### src/shared/pwr_state_pkg.sv
// package: power-state constants, command codes and carrier types
`default_nettype none
package pwr_state_pkg;
  // ---------------------------------------------------------------
  // command encoding {cs_n, ras_n, cas_n, we_n}
  // ---------------------------------------------------------------
  localparam logic [3:0] CMD_DESEL_MASK = 4'h8;
  localparam logic [3:0] CMD_NOP        = 4'h7;
  localparam logic [3:0] CMD_ACTIVE     = 4'h3;
  localparam logic [3:0] CMD_READ       = 4'h5;
  localparam logic [3:0] CMD_WRITE      = 4'h4;
  localparam logic [3:0] CMD_PRECHARGE  = 4'h2;
  localparam logic [3:0] CMD_REFRESH    = 4'h1;
  localparam logic [3:0] CMD_LOAD_MODE  = 4'h0;

  // ---------------------------------------------------------------
  // register map
  // ---------------------------------------------------------------
  localparam logic [3:0] OFS_CTRL     = 4'h0;
  localparam logic [3:0] OFS_STATUS   = 4'h4;
  localparam logic [3:0] OFS_ERRORS   = 4'h8;
  localparam logic [3:0] OFS_PD_LIMIT = 4'hC;
  localparam int         CTRL_SLOW_EXIT_BIT = 0;
  localparam int         CTRL_ODT_EN_BIT    = 1;
  localparam logic [1:0] CTRL_RESET         = 2'h0;
  localparam logic [15:0] PD_LIMIT_RESET    = 16'h0C30;

  // ---------------------------------------------------------------
  // timing, in picoseconds and in cycles of the 40 MHz clock
  // ---------------------------------------------------------------
  localparam int CLK_PERIOD_PS   = 25000;
  localparam int CKE_MIN_CYC     = 3;
  localparam int TXP_PS          = 50000;
  localparam int TXARD_PS        = 50000;
  localparam int TXARDS_PS       = 150000;
  localparam int TXSNR_PS        = 200000;
  localparam int TXSRD_CYC       = 200;
  localparam int TXP_CYC    = (TXP_PS + CLK_PERIOD_PS - 1) / CLK_PERIOD_PS;
  localparam int TXARD_CYC  = (TXARD_PS + CLK_PERIOD_PS - 1) / CLK_PERIOD_PS;
  localparam int TXARDS_CYC = (TXARDS_PS + CLK_PERIOD_PS - 1) / CLK_PERIOD_PS;
  localparam int TXSNR_CYC  = (TXSNR_PS + CLK_PERIOD_PS - 1) / CLK_PERIOD_PS;
  localparam int CNT_W      = 8;

  // ---------------------------------------------------------------
  // types
  // ---------------------------------------------------------------
  typedef enum logic [1:0] {
    ST_ACTIVE   = 2'b00,
    ST_ACT_PD   = 2'b01,
    ST_PRE_PD   = 2'b10,
    ST_SELF_REF = 2'b11
  } pwr_state_type;

  typedef struct packed {
    logic       cke;
    logic [3:0] cmd;
    logic       any_bank_open;
  } mem_in_type;

  typedef struct packed {
    logic illegal_cmd;
    logic cke_glitch;
    logic bad_sref;
    logic pd_too_long;
  } err_type;
endpackage
`default_nettype wire

### src/hdl/cke_power_ctrl.sv
// CKE driven power-state controller of the memory device
//
// Functional notes
// controller holds CKE at least three edges after each change.
// after power-down exit controller waits tXP before non-READ commands.
// fast exit: READ allowed tXARD after active power-down exit.
// slow exit: READ allowed only after longer tXARDS.
// transition from previous CKE, current CKE, command and state.
// CKE falling with NOP/DESELECT enters active or precharge power-down.
// self refresh only from idle via REFRESH with CKE falling.
// after self refresh exit only NOP/DESELECT for tXSNR; READ after 200.
// no power-down entry while read, write, mode or precharge runs.
// unlisted state, CKE and command combinations are illegal.
// ODT does not steer states; termination off in self refresh.
// no refresh in power-down; controller limits power-down length.
// in power-down inputs other than CKE are ignored; ODT still drives odt_active_o in both power-down states.
// entry earliest the clock after burst completion.
// after write auto precharge, entry one clock after recovery.
// precharge power-down may follow REFRESH by one clock.
// active power-down may follow ACTIVE by one clock.
// precharge power-down may follow PRECHARGE by one clock.
// LOAD MODE needs idle banks; wait tMRD before power-down.
// clock change only in precharge power-down, two clocks after entry.
// during clock change ODT and CKE stay low.
// after such exit DLL reset, ODT off for 200 cycles.
// power-down disables buffers; DLL frozen in precharge power-down.
// explicit state updated only at rising clock edges.
`default_nettype none
module cke_power_ctrl
  import pwr_state_pkg::*;
(
  input  wire logic        core_clk_i,
  input  wire logic        sys_rst_i,
  input  wire logic        cke_i,
  input  wire logic [3:0]  cmd_i,
  input  wire logic        any_bank_open_i,
  input  wire logic        odt_i,
  input  wire logic [3:0]  reg_addr_i,
  input  wire logic [31:0] reg_wdata_i,
  input  wire logic        reg_wr_i,
  input  wire logic        reg_rd_i,
  output logic [31:0]      reg_rdata_o,
  output logic [1:0]       pwr_state_o,
  output logic             buffers_en_o,
  output logic             dll_frozen_o,
  output logic             odt_active_o,
  output logic             read_ok_o,
  output logic             cmd_ok_o
);
  // ---------------------------------------------------------------
  // pin synchronisation
  // ---------------------------------------------------------------
  mem_in_type pin_raw;
  mem_in_type pin_s;
  logic       odt_s;

  assign pin_raw = '{cke: cke_i, cmd: cmd_i, any_bank_open: any_bank_open_i};

  sync2 #(.WIDTH(7)) u_sync (
    .core_clk_i (core_clk_i),
    .sys_rst_i  (sys_rst_i),
    .d_i        ({pin_raw, odt_i}),
    .q_o        ({pin_s, odt_s})
  );

  // ---------------------------------------------------------------
  // state
  // ---------------------------------------------------------------
  typedef struct packed {
    pwr_state_type state;
    logic          cke_prev;
    logic [1:0]    cke_run;
    logic [1:0]    ctrl;
    err_type       err;
    logic [15:0]   pd_limit;
    logic [15:0]   pd_cnt;
    logic [CNT_W-1:0] read_cnt;
    logic [31:0]   rdata;
    logic          buffers_en;
    logic          dll_frozen;
    logic          odt_active;
    logic          read_ok;
  } ctl_state_type;
  ctl_state_type st_r;
  ctl_state_type st_nxt;

  logic cmd_is_nop;
  logic exit_edge;
  logic exit_from_pd;
  logic exit_from_sr;
  logic [CNT_W-1:0] nonread_load;
  logic nonread_busy;
  err_type err_set;

  assign cmd_is_nop = pin_s.cmd[3] || (pin_s.cmd == CMD_NOP);
  assign exit_edge  = !st_r.cke_prev && pin_s.cke;
  assign exit_from_pd = exit_edge && (st_r.state == ST_ACT_PD || st_r.state == ST_PRE_PD);
  assign exit_from_sr = exit_edge && (st_r.state == ST_SELF_REF);
  assign nonread_load = exit_from_sr ? CNT_W'(TXSNR_CYC) : CNT_W'(TXP_CYC);

  // non-READ hold-off after any exit
  down_counter #(.W(CNT_W)) u_nonread (
    .core_clk_i (core_clk_i),
    .sys_rst_i  (sys_rst_i),
    .load_i     (exit_from_pd || exit_from_sr),
    .value_i    (nonread_load),
    .busy_o     (nonread_busy)
  );

  // ---------------------------------------------------------------
  // next state
  // ---------------------------------------------------------------
  always_comb begin
    st_nxt = st_r;
    err_set = '0;
    st_nxt.cke_prev = pin_s.cke;
    // CKE run length since last change
    if (pin_s.cke != st_r.cke_prev) begin
      st_nxt.cke_run = 2'h1;
      if (st_r.cke_run < 2'(CKE_MIN_CYC)) err_set.cke_glitch = 1'b1;
    end else if (st_r.cke_run != 2'h3) begin
      st_nxt.cke_run = st_r.cke_run + 2'h1;
    end
    // state table
    case (st_r.state)
      ST_ACTIVE: begin
        if (st_r.cke_prev && !pin_s.cke) begin
          if (cmd_is_nop) begin
            st_nxt.state = pin_s.any_bank_open ? ST_ACT_PD : ST_PRE_PD;
          end else if (pin_s.cmd == CMD_REFRESH && !pin_s.any_bank_open) begin
            st_nxt.state = ST_SELF_REF;
          end else if (pin_s.cmd == CMD_REFRESH) begin
            err_set.bad_sref = 1'b1;
          end else begin
            err_set.illegal_cmd = 1'b1;
          end
        end
      end
      ST_ACT_PD, ST_PRE_PD, ST_SELF_REF: begin
        if (exit_edge) begin
          if (cmd_is_nop) begin
            st_nxt.state = ST_ACTIVE;
          end else begin
            err_set.illegal_cmd = 1'b1;
          end
        end
      end
      default: st_nxt.state = ST_ACTIVE;
    endcase
    // power-down length watch, no refresh happens here
    if (st_r.state == ST_ACT_PD || st_r.state == ST_PRE_PD) begin
      if (st_r.pd_cnt != 16'hFFFF) st_nxt.pd_cnt = st_r.pd_cnt + 16'h1;
      if (st_r.pd_cnt >= st_r.pd_limit) err_set.pd_too_long = 1'b1;
    end else begin
      st_nxt.pd_cnt = 16'h0;
    end
    // READ hold-off after self refresh and active power-down exits
    if (exit_from_sr) begin
      st_nxt.read_cnt = CNT_W'(TXSRD_CYC);
    end else if (exit_edge && st_r.state == ST_ACT_PD) begin
      st_nxt.read_cnt = st_r.ctrl[CTRL_SLOW_EXIT_BIT] ? CNT_W'(TXARDS_CYC)
                                                      : CNT_W'(TXARD_CYC);
    end else if (st_r.read_cnt != '0) begin
      st_nxt.read_cnt = st_r.read_cnt - CNT_W'(1);
    end
    st_nxt.read_ok = (st_nxt.read_cnt == '0);
    // device-side view of buffers, DLL, termination
    st_nxt.buffers_en = (st_nxt.state == ST_ACTIVE);
    st_nxt.dll_frozen = (st_nxt.state == ST_PRE_PD);
    st_nxt.odt_active = st_r.ctrl[CTRL_ODT_EN_BIT] && odt_s
                        && (st_nxt.state != ST_SELF_REF);
    // register writes; hardware error sets win over clears
    st_nxt.err = st_r.err | err_set;
    if (reg_wr_i) begin
      case (reg_addr_i)
        OFS_CTRL: st_nxt.ctrl = reg_wdata_i[1:0];
        OFS_PD_LIMIT: st_nxt.pd_limit = reg_wdata_i[15:0];
        OFS_ERRORS: st_nxt.err = st_nxt.err & ~(reg_wdata_i[3:0] & ~err_set);
        default: ;
      endcase
    end
    // register reads, data in next cycle
    st_nxt.rdata = 32'h0;
    if (reg_rd_i) begin
      case (reg_addr_i)
        OFS_CTRL: st_nxt.rdata = {30'h0, st_r.ctrl};
        OFS_STATUS: st_nxt.rdata = {27'h0, nonread_busy, (st_r.read_cnt == '0),
                                    st_r.cke_prev, st_r.state};
        OFS_ERRORS: st_nxt.rdata = {28'h0, st_r.err};
        OFS_PD_LIMIT: st_nxt.rdata = {16'h0, st_r.pd_limit};
        default: st_nxt.rdata = 32'h0;
      endcase
    end
  end

  // ---------------------------------------------------------------
  // registers, rising edge only
  // ---------------------------------------------------------------
  always_ff @(posedge core_clk_i or posedge sys_rst_i) begin
    if (sys_rst_i) begin
      st_r <= '0;
      st_r.state <= ST_ACTIVE;
      st_r.cke_run <= 2'h3;
      st_r.ctrl <= CTRL_RESET;
      st_r.pd_limit <= PD_LIMIT_RESET;
      st_r.buffers_en <= 1'b1;
      st_r.read_ok <= 1'b1;
    end else begin
      st_r <= st_nxt;
    end
  end

  // ---------------------------------------------------------------
  // outputs
  // ---------------------------------------------------------------
  assign reg_rdata_o  = st_r.rdata;
  assign pwr_state_o  = st_r.state;
  assign buffers_en_o = st_r.buffers_en;
  assign dll_frozen_o = st_r.dll_frozen;
  assign odt_active_o = st_r.odt_active;
  assign read_ok_o    = st_r.read_ok;
  assign cmd_ok_o     = !nonread_busy;
endmodule
`default_nettype wire

### src/hdl/down_counter.sv
// loadable down counter reporting expiry
`default_nettype none
module down_counter
  import pwr_state_pkg::*;
#(
  parameter int W = CNT_W
) (
  input  wire logic         core_clk_i,
  input  wire logic         sys_rst_i,
  input  wire logic         load_i,
  input  wire logic [W-1:0] value_i,
  output logic              busy_o
);
  typedef struct packed {
    logic [W-1:0] cnt;
    logic         busy;
  } cnt_state_type;
  cnt_state_type st_r;
  cnt_state_type st_nxt;

  initial begin
    if (W < 2) $error("down_counter: W too small");
  end

  always_comb begin
    st_nxt = st_r;
    if (load_i) begin
      st_nxt.cnt = value_i;
    end else if (st_r.cnt != '0) begin
      st_nxt.cnt = st_r.cnt - W'(1);
    end
    st_nxt.busy = (st_nxt.cnt != '0);
  end

  always_ff @(posedge core_clk_i or posedge sys_rst_i) begin
    if (sys_rst_i) begin
      st_r <= '0;
    end else begin
      st_r <= st_nxt;
    end
  end

  assign busy_o = st_r.busy;
endmodule
`default_nettype wire

### src/hdl/sync2.sv
// two-flop synchroniser for pin inputs
`default_nettype none
module sync2 #(
  parameter int WIDTH = 1
) (
  input  wire logic             core_clk_i,
  input  wire logic             sys_rst_i,
  input  wire logic [WIDTH-1:0] d_i,
  output logic      [WIDTH-1:0] q_o
);
  typedef struct packed {
    logic [WIDTH-1:0] s1;
    logic [WIDTH-1:0] s2;
  } sync_state_type;
  sync_state_type st_r;
  sync_state_type st_nxt;

  initial begin
    if (WIDTH < 1) $error("sync2: WIDTH must be positive");
  end

  always_comb begin
    st_nxt.s1 = d_i;
    st_nxt.s2 = st_r.s1;
  end

  always_ff @(posedge core_clk_i or posedge sys_rst_i) begin
    if (sys_rst_i) begin
      st_r <= '0;
    end else begin
      st_r <= st_nxt;
    end
  end

  assign q_o = st_r.s2;
endmodule
`default_nettype wire

### config.mk
export PLATFORM = sky130hd
export DESIGN_NAME = cke_power_ctrl
export DESIGN_NICKNAME = d
export VERILOG_FILES = /design/src/shared/pwr_state_pkg.sv /design/src/hdl/cke_power_ctrl.sv /design/src/hdl/down_counter.sv /design/src/hdl/sync2.sv
export SDC_FILE = /design/constraint.sdc
export NUM_CORES = 1
export LEC_CHECK = 0
export ABC_CLOCK_PERIOD_IN_PS = 7500
export BUFFER_PORTS_ARGS = -buffer_cell sky130_fd_sc_hd__buf_2
export CORE_MARGIN = 1.5
export CORE_UTILIZATION = 45
export DETAILED_ROUTE_END_ITERATION = 7
export PLACE_DENSITY_LB_ADDON = 0.12
export SYNTH_ARGS = -nofsm -noshare
export SYNTH_HDL_FRONTEND = slang
export SYNTH_SLANG_ARGS = --single-unit
### constraint.sdc
create_clock -name core_clk_i -period 7.5 [get_ports core_clk_i]
set_input_delay 0.375 -clock core_clk_i [delete_from_list [all_inputs] [get_ports core_clk_i]]
set_output_delay 0.375 -clock core_clk_i [all_outputs]
set_load 0.005 [all_outputs]
==> impl_metrics.env, run 1 <==
export IMPL_grt_max_degree=64
export IMPL_tightest_slew_ps=1040
export IMPL_async_flop_share_pct=100
export IMPL_postCtsResizedCells=0
export IMPL_dpl_hpwl_um=6710
export IMPL_sequentialPowerShare_pct=46.9
export IMPL_p_leak_nw=2.55
export IMPL_syn_area_per_cell_um2=10.1
export IMPL_floorplan_rows=37
export IMPL_post_dp_cell_area_um2=5030
export IMPL_cp_required_ps=7780
export IMPL_grtUsageTotal_pct=17.8
export IMPL_worstPathMaxFanout=22
export IMPL_tns_ps=0
export IMPL_drt_first_iter_violations=120
export IMPL_pwr_share_comb_pct=32.7
export IMPL_dp_slack_ps=5080
export IMPL_clkLatencyLatePin_ps=360
export IMPL_grt_pass1_vias=3334
export IMPL_start_kind="flop"
export IMPL_fin_worst_skew_ps=8.95
export IMPL_drive_above_1_share_pct=18.2
export IMPL_hold_class="primary input to async pin"
export IMPL_p_switching_mw=0.534
export IMPL_start_util_pct=46.6
export IMPL_syn_inst=482
export IMPL_drv_cap=0
export IMPL_powerDensity_nw_per_um2=289
export IMPL_io_pins=86
export IMPL_core_um2=10400
export IMPL_relSlewSlack_pct=30.6
export IMPL_rsz0062_at_grt="false"
export IMPL_internal_power_mw=0.970
export IMPL_critPathCaptureType="flop"
export IMPL_drt_wl_total_um=9370
export IMPL_cts_hold_fix_buffers=0
export IMPL_setup_slack_ps=5290
export IMPL_clockRootBuffer="clkbuf_8"
export IMPL_cts_post_setup_buffers_inserted=0
export IMPL_routabilityCongestion=0.771
export IMPL_hold_viol=0
export IMPL_synth_edf_count=0
export IMPL_drc=0
export IMPL_antenna_found_initial=0
export IMPL_clock_fmax_mhz=453
export IMPL_cts_sinks=94
export IMPL_ir_worst_vdd_mv=0.121
export IMPL_multi_input_area_um2=2110
export IMPL_layout_min_cycle_time_ps=2210
export IMPL_slew_viol_final=0
export IMPL_vias_per_cell=5.10
export IMPL_cts_made_buffers=9
export IMPL_ys_seq_elements=94
export IMPL_area_growth_pct=7.37
export IMPL_cts_tree="done"
export IMPL_status="complete, no violations"
export IMPL_grt_pass1_wl_um=16000
export IMPL_swShare_pct=35.5
export IMPL_final_net_count=590
export IMPL_drtAntennaViolNets=0
export IMPL_dieArea_um2=11400
export IMPL_num_antenna_cells=0
export IMPL_htree_num_levels=3
export IMPL_max_clock_path_buffers=2
export IMPL_whs_ps=36.9
export IMPL_yosysWarnings=0
export IMPL_fp_dieW_um=107
export IMPL_routedWlPerCell_um=14.3
export IMPL_die_h_um=107
export IMPL_register_area_um2=2360
export IMPL_setup_violations_final=0
export IMPL_cp_arrival_ps=2490
export IMPL_yosysSeqAreaShare_pct=48.7
export IMPL_io_buffers=53
export IMPL_overflow=0
export IMPL_netlist_area_um2=4850
export IMPL_clkPwrFrac_pct=20.4
export IMPL_drt_pass1_iter_count=5
export IMPL_path_class="flop to flop"
export IMPL_dominantRegCellSynth="dfrtp_1"
export IMPL_nFillCells=978
export IMPL_vias=3352
export IMPL_finalCritPeriodShare_pct=29.5
export IMPL_ys_types=59
export IMPL_clkTransAtPathRegs_ps=80
export IMPL_fin_area_um2=5210
==> kinds of logic after synthesis <==
| kind of cell | share of synthesized area (%) |
|---|---|
| AND/OR/NAND/NOR | 17.4 |
| flip-flops | 48.7 |
| AO/OA/AOI/OAI | 12.0 |
| buffers and inverters | 9.00 |
| adder cells (fa/ha/maj) | 6.96 |
| XOR/XNOR | 3.97 |
| multiplexers | 1.93 |
| other | 0.0773 |
==> power groups by stage <==
stage	clock (mW)	combinational (mW)	sequential, mW
6_report	0.307	0.492	0.705
5_1_grt	0.340	0.575	0.720
4_1_cts	0.319	0.501	0.706
3_5_place_dp	0	0.497	0.715
3_3_place_gp	0	0.485	0.712
2_1_floorplan	0	0.411	0.688
==> cell type report <==
class	count	area share [%]
clock inverters	3	0.384
inverters	28	2.04
well taps	136	3.27
repair buffers	55	5.38
clock buffers	13	3.05
flip-flops and latches	94	45.3
multi-input cells	328	40.6
==> sequential cells by signal (all words and copies together), names as in the netlist <==
| register | count |
|---|---|
| st_r | 49 |
| dll_frozen_o | 1 |
| u_nonread.busy_o | 1 |
| pwr_state_o | 2 |
| reg_rdata_o | 16 |
| odt_active_o | 1 |
| buffers_en_o | 1 |
| u_nonread.st_r | 8 |
| u_sync.q_o | 7 |
| u_sync.st_nxt | 7 |
| read_ok_o | 1 |
==> per-layer routing <==
metal  up-vias  track usage [%]  share of wire (%)
li1       1675                -                  -
met1      1613             22.4                 47
met2        58             30.9                 48
met3         6             4.56                3.6
met4         0             4.00               0.75
met5         -                0                  0
==> cell usage in the layout (no fill, tap or decap), drive strengths merged, types with 9 or more instances in the layout <==
cell type / count
nor2: 32
o21ai: 29
conb: 16
dfrtp: 86
xnor2: 10
nand3: 12
buf: 55
clkbuf: 13
ha: 27
nand2: 52
xor2: 12
nor3: 18
a211oi: 9
and2: 12
a21oi: 17
inv: 27
==> metrics by stage <==
step | std cells | total power, mW | util (%)
after CTS | 657 | 1.53 | 50.0
after detailed placement | 641 | 1.21 | 48.3
after floorplan | 497 | 1.10 | -
after global placement | 641 | 1.20 | 48.3
final | 657 | 1.50 | 50.0
after global routing | 657 | 1.63 | 50.0
==> worst paths after layout <==
check | cells after the start | startpoint | endpoint | slack (ps)
setup / recovery | 8 | pwr_state_o[0]$_DFF_PP0_ | st_r[59]$_DFFE_PP0P_ | 5290
hold / removal | 2 | sys_rst_i | st_r[53]$_DFFE_PP0P_ | 40
setup reg to reg | 8 | pwr_state_o[0]$_DFF_PP0_ | st_r[59]$_DFFE_PP0P_ | 5290
hold reg to reg | 0 | u_sync.st_nxt[5]$_DFF_PP0_ | u_sync.q_o[5]$_DFF_PP0_ | 350
max in group asynchronous | 3 | sys_rst_i | st_r[62]$_DFFE_PP0P_ | 6300
min in group core_clk_i | 1 | cmd_i[0] | u_sync.st_nxt[2]$_DFF_PP0_ | 120
==> Yosys cell counts, types with 3 or more instances <==
cell type	count	area [um2]
ha_1	27	338
mux2i_1	6	60.1
nand2_1	52	195
dfrtp_1	86	2150
o211ai_1	3	22.5
mux2_2	3	33.8
dfstp_2	8	210
buf_6	3	33.8
nor2_1	29	109
clkbuf_1	8	30.0
inv_1	28	105
nor3_1	18	90.1
a21boi_1	3	22.5
nor2b_1	6	37.5
buf_4	35	263
a21o_1	3	22.5
nand2b_1	3	18.8
or3_1	3	18.8
o21ai_0	27	135
o21a_1	4	30.0
xor2_1	12	105
a31oi_1	7	43.8
a22oi_1	3	22.5
a21oi_1	17	85.1
a211oi_1	8	60.1
nand4_1	4	25.0
nand3_1	12	60.1
and2_1	12	75.1
xnor2_1	10	87.6
==> critical path: stages, from the launching register on <==
cell      delay (ps)
dfrtp_1          450
inv_1             90
ha_1             290
buf_4            200
nand2_1          180
nor2_4            90
a211oi_1         400
nor2b_1          220
mux2i_1          200
Power figures use the tool's default switching activity.
==> run 2: changes to the inputs <==
--- a/config.mk
+++ b/config.mk
@@ -5,7 +5,7 @@
 export SDC_FILE = /design/constraint.sdc
 export NUM_CORES = 1
 export LEC_CHECK = 0
-export ABC_CLOCK_PERIOD_IN_PS = 7500
+export ABC_CLOCK_PERIOD_IN_PS = 1900
 export BUFFER_PORTS_ARGS = -buffer_cell sky130_fd_sc_hd__buf_2
 export CORE_MARGIN = 1.5
 export CORE_UTILIZATION = 45
==> constraint.sdc (replaced) <==
create_clock -name core_clk_i -period 1.9 [get_ports core_clk_i]
set_input_delay 0.095 -clock core_clk_i [delete_from_list [all_inputs] [get_ports core_clk_i]]
set_output_delay 0.095 -clock core_clk_i [all_outputs]
set_load 0.005 [all_outputs]
==> run 2 against run 1 <==
Net effect:
- via count increased by 5.0%
- hold slack improved by 39 ps
- clock skew up 5.8 ps
- global-route usage increased by 1.3 points
- core utilization up 4.3 points
- register-to-register slack worse by 5200 ps
- flip-flop and latch count is the same
- die area unchanged
- clock-buffer cell count shrank 2
- maximum frequency up 24%
- critical path depth fell by 1
==> impl_metrics.env, run 2 (same netlist as run 1, synthesis figures left out) <==
export IMPL_drt_pass1_iter_count=7
export IMPL_routedWlPerCell_um=14.1
export IMPL_clock_fmax_mhz=561
export IMPL_die_h_um=107
export IMPL_cp_required_ps=2210
export IMPL_grt_pass1_vias=3530
export IMPL_io_buffers=53
export IMPL_drive_above_1_share_pct=20.7
export IMPL_hold_viol=0
export IMPL_top_layer_used="met4"
export IMPL_relSlewSlack_pct=60.8
export IMPL_drc=0
export IMPL_cts_made_buffers=9
export IMPL_antenna_found_initial=0
export IMPL_layout_common_cells="dfrtp_1 (86), buf_2 (53), nand2_1 (52), nor2_1 (28)"
export IMPL_final_common_cell="dfrtp_1"
export IMPL_crit_start="pwr_state_o[0]$_DFF_PP0_"
export IMPL_ir_worst_vdd_mv=0.510
export IMPL_fin_worst_skew_ps=14.8
export IMPL_floorplan_rows=37
export IMPL_clkTransAtPathRegs_ps=100
export IMPL_powerDensity_nw_per_um2=1110
export IMPL_setup_violations_final=0
export IMPL_drt_wl_total_um=9870
export IMPL_power_mw=6.29
export IMPL_critPathCapture="u_nonread.busy_o$_DFF_PP0_"
export IMPL_wl_met1_um=4620
export IMPL_rr_startpoint="pwr_state_o[0]$_DFF_PP0_"
export IMPL_timing_rr_end="u_nonread.busy_o$_DFF_PP0_"
export IMPL_final_net_count=634
export IMPL_post_dp_cell_area_um2=5210
export IMPL_num_antenna_cells=0
export IMPL_dp_slack_ps=120
export IMPL_routabilityCongestion=0.784
export IMPL_tightest_slew_ps=587
export IMPL_clockRootBuffer="clkbuf_8"
export IMPL_final_util_pct=54.3
export IMPL_clkLatencyLatePin_ps=370
export IMPL_fp_dieW_um=107
export IMPL_overflow=0
export IMPL_drv_cap=0
export IMPL_core_um2=10400
export IMPL_cts_post_setup_buffers_inserted=0
export IMPL_vias=3518
export IMPL_largest_reg_flops=49
export IMPL_start_kind="flop"
export IMPL_grtUsageTotal_pct=19.1
export IMPL_placed_cells=661
export IMPL_path_class="flop to flop"
export IMPL_cts_tree="done"
export IMPL_grt_pass1_wl_um=16900
export IMPL_r2r_slack_ps=120
export IMPL_start_util_pct=46.6
export IMPL_setup_slack_ps=117
export IMPL_worstPathMaxFanout=21
export IMPL_slew_viol_final=0
export IMPL_dpl_hpwl_um=7120
export IMPL_dr_wl_met2_um=4860
export IMPL_whs_ps=75.9
export IMPL_finalCritPeriodShare_pct=93.9
export IMPL_drtAntennaViolNets=0
export IMPL_htree_num_levels=3
export IMPL_critPathCaptureType="flop"
export IMPL_instances_no_fill=701
export IMPL_vias_per_cell=5.02
export IMPL_max_clock_path_buffers=2
export IMPL_drt_first_iter_violations=119
export IMPL_cp_arrival_ps=2090
export IMPL_ff2ff_path_depth=7
export IMPL_rsz0062_at_grt="false"
export IMPL_cts_sinks=94
export IMPL_hold_class="primary input to flop"
export IMPL_tns_ps=0
export IMPL_route_met3_wl_um=255
export IMPL_p_leak_nw=2.77
export IMPL_top_register="st_r"
export IMPL_io_pins=86
export IMPL_dieArea_um2=11400
export IMPL_grt_max_degree=43
export IMPL_fin_area_um2=5660
export IMPL_layout_min_cycle_time_ps=1780
export IMPL_area_growth_pct=16.6
export IMPL_status="complete, no violations"
==> run 2: changes by cell type in the layout (fill, tap and decap cells not counted), sizes merged <==
cell,delta
clkinv,-2
clkbuf,-2
inv,+3
buf,+20
bufinv,+1
dlygate4sd3,+24
==> run 2: layout make-up <==
type                       instances  area, um2
fill                             949       4760
sequential                        94       2360
multi-input combinational        328       2120
timing repair buffer              99        696
tap                              136        170
clock buffer                      11        141
inverter                          28        109
clock inverter                     5       63.8
==> run 2: how the worst min path moves through the flow <==
stage,slack (ps),cells past startpoint,end,startpoint
after CTS,50,2,reg_rdata_o[1]$_DFF_PP0_,reg_addr_i[2]
after global placement,200,2,st_r[47]$_DFFE_PP0P_,sys_rst_i
after detailed placement,200,2,st_r[47]$_DFFE_PP0P_,sys_rst_i
final,80,2,reg_rdata_o[1]$_DFF_PP0_,reg_addr_i[2]
after floorplan,130,0,u_sync.st_nxt[0]$_DFF_PP0_,odt_i
after global routing,80,2,reg_rdata_o[1]$_DFF_PP0_,reg_addr_i[2]
==> run 2: layer usage <==
metal / GRT usage, % / up-vias
met5: 0 / -
met4: 8.00 / 0
met3: 3.16 / 11
met2: 31.6 / 52
met1: 24.8 / 1696
li1: - / 1759
==> run 2: what timing repair did <==
item | CTS | global route
resized for setup | 0 | 1
endpoints found under the hold margin | 46 | 0
setup endpoints to repair | 0 | 1
hold buffers | 24 | 0
==> run 2: critical path, cell delays in order, from the launching register on <==
cell	delay, ps
dfrtp_1	370
inv_1	60
ha_1	340
buf_4	220
o21ai_0	240
nand2_1	200
a21o_1	200
nand4_1	80
==> run 2: report_power, final <==
part,internal (mW),switching [mW]
Sequential,2.42,0.291
Combinational,1.00,1.19
Clock,0.659,0.730
==> run 3: changes to the inputs <==
--- a/config.mk
+++ b/config.mk
@@ -7,9 +7,13 @@
 export LEC_CHECK = 0
 export ABC_CLOCK_PERIOD_IN_PS = 1900
 export BUFFER_PORTS_ARGS = -buffer_cell sky130_fd_sc_hd__buf_2
+export CELL_PAD_IN_SITES_DETAIL_PLACEMENT = 0
+export CELL_PAD_IN_SITES_GLOBAL_PLACEMENT = 1
 export CORE_MARGIN = 1.5
-export CORE_UTILIZATION = 45
+export CORE_UTILIZATION = 39
+export CTS_CLUSTER_SIZE = 16
 export DETAILED_ROUTE_END_ITERATION = 7
+export HOLD_SLACK_MARGIN = 0.12
 export PLACE_DENSITY_LB_ADDON = 0.12
 export SYNTH_ARGS = -nofsm -noshare
 export SYNTH_HDL_FRONTEND = slang
==> run 3 against run 2 <==
Net effect:
- core utilization decreased by 6.4 points
- design area increased by 2.1%
- combinational power about the same
- cell count increased by 4.6%
- critical endpoint is now st_r[51]$_DFFE_PP0P_
- clock-buffer cell count decreased by 1
- global-route usage decreased by 2.2 points
- critical path depth decreased by 1
- non-clock buffer count unchanged
- register-to-register slack improved by 20 ps
- via count decreased by 1.2%
- largest cell class unchanged
==> impl_metrics.env, run 3 (same netlist as run 1, synthesis figures left out) <==
export IMPL_die_h_um=115
export IMPL_top_register="st_r"
export IMPL_fp_dieW_um=115
export IMPL_layout_min_cycle_time_ps=1760
export IMPL_drt_first_iter_violations=189
export IMPL_cts_made_buffers=9
export IMPL_dp_slack_ps=85.0
export IMPL_final_net_count=634
export IMPL_floorplan_rows=40
export IMPL_routabilityCongestion=0.815
export IMPL_core_um2=12100
export IMPL_grt_pass1_wl_um=17200
export IMPL_antenna_found_initial=0
export IMPL_clkLatencyLatePin_ps=350
export IMPL_path_class="flop to flop"
export IMPL_grtUsageTotal_pct=16.9
export IMPL_cts_tree="done"
export IMPL_start_util_pct=40.2
export IMPL_final_common_cell="dfrtp_1"
export IMPL_clockRootBuffer="clkbuf_16"
export IMPL_top_layer_used="met4"
export IMPL_largest_reg_flops=49
export IMPL_whs_ps=134
export IMPL_hold_class="primary input to flop"
export IMPL_area_growth_pct=19.1
export IMPL_routedWlPerCell_um=14.0
export IMPL_io_pins=86
export IMPL_vias_per_cell=4.74
export IMPL_route_met3_wl_um=384
export IMPL_powerDensity_nw_per_um2=1150
export IMPL_io_buffers=53
export IMPL_slew_viol_final=0
export IMPL_ff2ff_path_depth=6
export IMPL_ir_worst_vdd_mv=0.455
export IMPL_dr_wl_met2_um=5000
export IMPL_dieArea_um2=13100
export IMPL_status="complete, no violations"
export IMPL_clkTransAtPathRegs_ps=70
export IMPL_hold_viol=0
export IMPL_fin_worst_skew_ps=5.53
export IMPL_start_kind="flop"
export IMPL_cp_arrival_ps=2000
export IMPL_drt_pass1_iter_count=4
export IMPL_drv_cap=0
export IMPL_drt_wl_total_um=10200
export IMPL_cts_sinks=94
export IMPL_htree_num_levels=3
export IMPL_tns_ps=0
export IMPL_dpl_hpwl_um=7440
export IMPL_critPathCaptureType="flop"
export IMPL_max_clock_path_buffers=2
export IMPL_layout_common_cells="dfrtp_1 (86), buf_2 (53), nand2_1 (52), nor2_1 (29)"
export IMPL_final_util_pct=47.9
export IMPL_vias=3475
export IMPL_wl_met1_um=4680
export IMPL_drtAntennaViolNets=0
export IMPL_setup_violations_final=0
export IMPL_overflow=0
export IMPL_setup_slack_ps=137
export IMPL_grt_max_degree=65
export IMPL_finalCritPeriodShare_pct=92.8
export IMPL_min_path_cells=3
export IMPL_cts_post_setup_buffers_inserted=0
export IMPL_grt_pass1_vias=3564
export IMPL_drc=0
export IMPL_worstPathMaxFanout=12
export IMPL_p_leak_nw=2.80
export IMPL_rsz0062_at_grt="false"
export IMPL_cp_required_ps=2140
export IMPL_clock_fmax_mhz=567
export IMPL_drive_above_1_share_pct=20.4
export IMPL_num_antenna_cells=0
==> run 3: changes by cell type in the layout (fill, tap and decap cells not counted) <==
cell | previous run | this run
clkinv_4 | 0 | 1
bufinv_16 | 1 | 0
clkbuf_16 | 0 | 9
buf_4 | 20 | 19
inv_8 | 0 | 1
dlygate4sd3_1 | 24 | 25
nor2_1 | 28 | 29
clkbuf_8 | 10 | 0
nor2_2 | 3 | 2
==> run 3: worst max-delay path, stage by stage (launching register included) <==
cell	delay [ps]
dfrtp_1	410
ha_1	220
and2_1	210
and4_4	260
a211oi_1	300
xor2_1	90
and2_1	160
==> run 3: through the flow <==
stage	cells	power, mW	cell area, um2
global placement	692	4.91	5240
finish	733	6.65	5780
CTS	733	6.78	5770
floorplan	497	4.34	4910
detailed placement	692	4.96	5240
global route	733	7.21	5780
==> run 3: what timing repair did <==
item | in CTS | in global routing
hold buffers | 25 | 0
endpoints found under the setup margin | 0 | 1
resized for setup | 0 | 1
endpoints found under the hold margin | 117 | 0
==> run 3: per-layer routing <==
layer / track usage [%] / up-vias
met3: 5.19 / 13
met5: 0 / -
met4: 5.08 / 0
met1: 21.2 / 1655
met2: 28.1 / 53
li1: - / 1754
==> run 3: final cells by class <==
type | count | area, um2
repair buffers | 99 | 698
multi-input cells | 328 | 2120
clock inverters | 6 | 53.8
clock buffers | 10 | 229
flip-flops and latches | 94 | 2360
well taps | 168 | 210
inverters | 28 | 109
fillers | 1180 | 6280
==> run 3: report_power, final <==
group / internal (mW) / switching [mW] / leakage (nW)
clock: 0.913 / 0.814 / 0.136
sequential: 2.43 / 0.304 / 1.17
combinational: 1.00 / 1.19 / 1.49
==> run 3: path summary, 6_finish.rpt <==
path | start | to | slack, ps
max reg2reg | st_r[45]$_DFFE_PP0P_ | st_r[51]$_DFFE_PP0P_ | 140
min reg2reg | u_sync.st_nxt[2]$_DFF_PP0_ | u_sync.q_o[2]$_DFF_PP0_ | 350
min in group asynchronous | sys_rst_i | st_r[73]$_DFFE_PP0P_ | 400
min | reg_rd_i | reg_rdata_o[3]$_DFF_PP0_ | 130
max in group asynchronous | sys_rst_i | read_ok_o$_DFF_PP1_ | 1140
max | st_r[45]$_DFFE_PP0P_ | st_r[51]$_DFFE_PP0P_ | 140
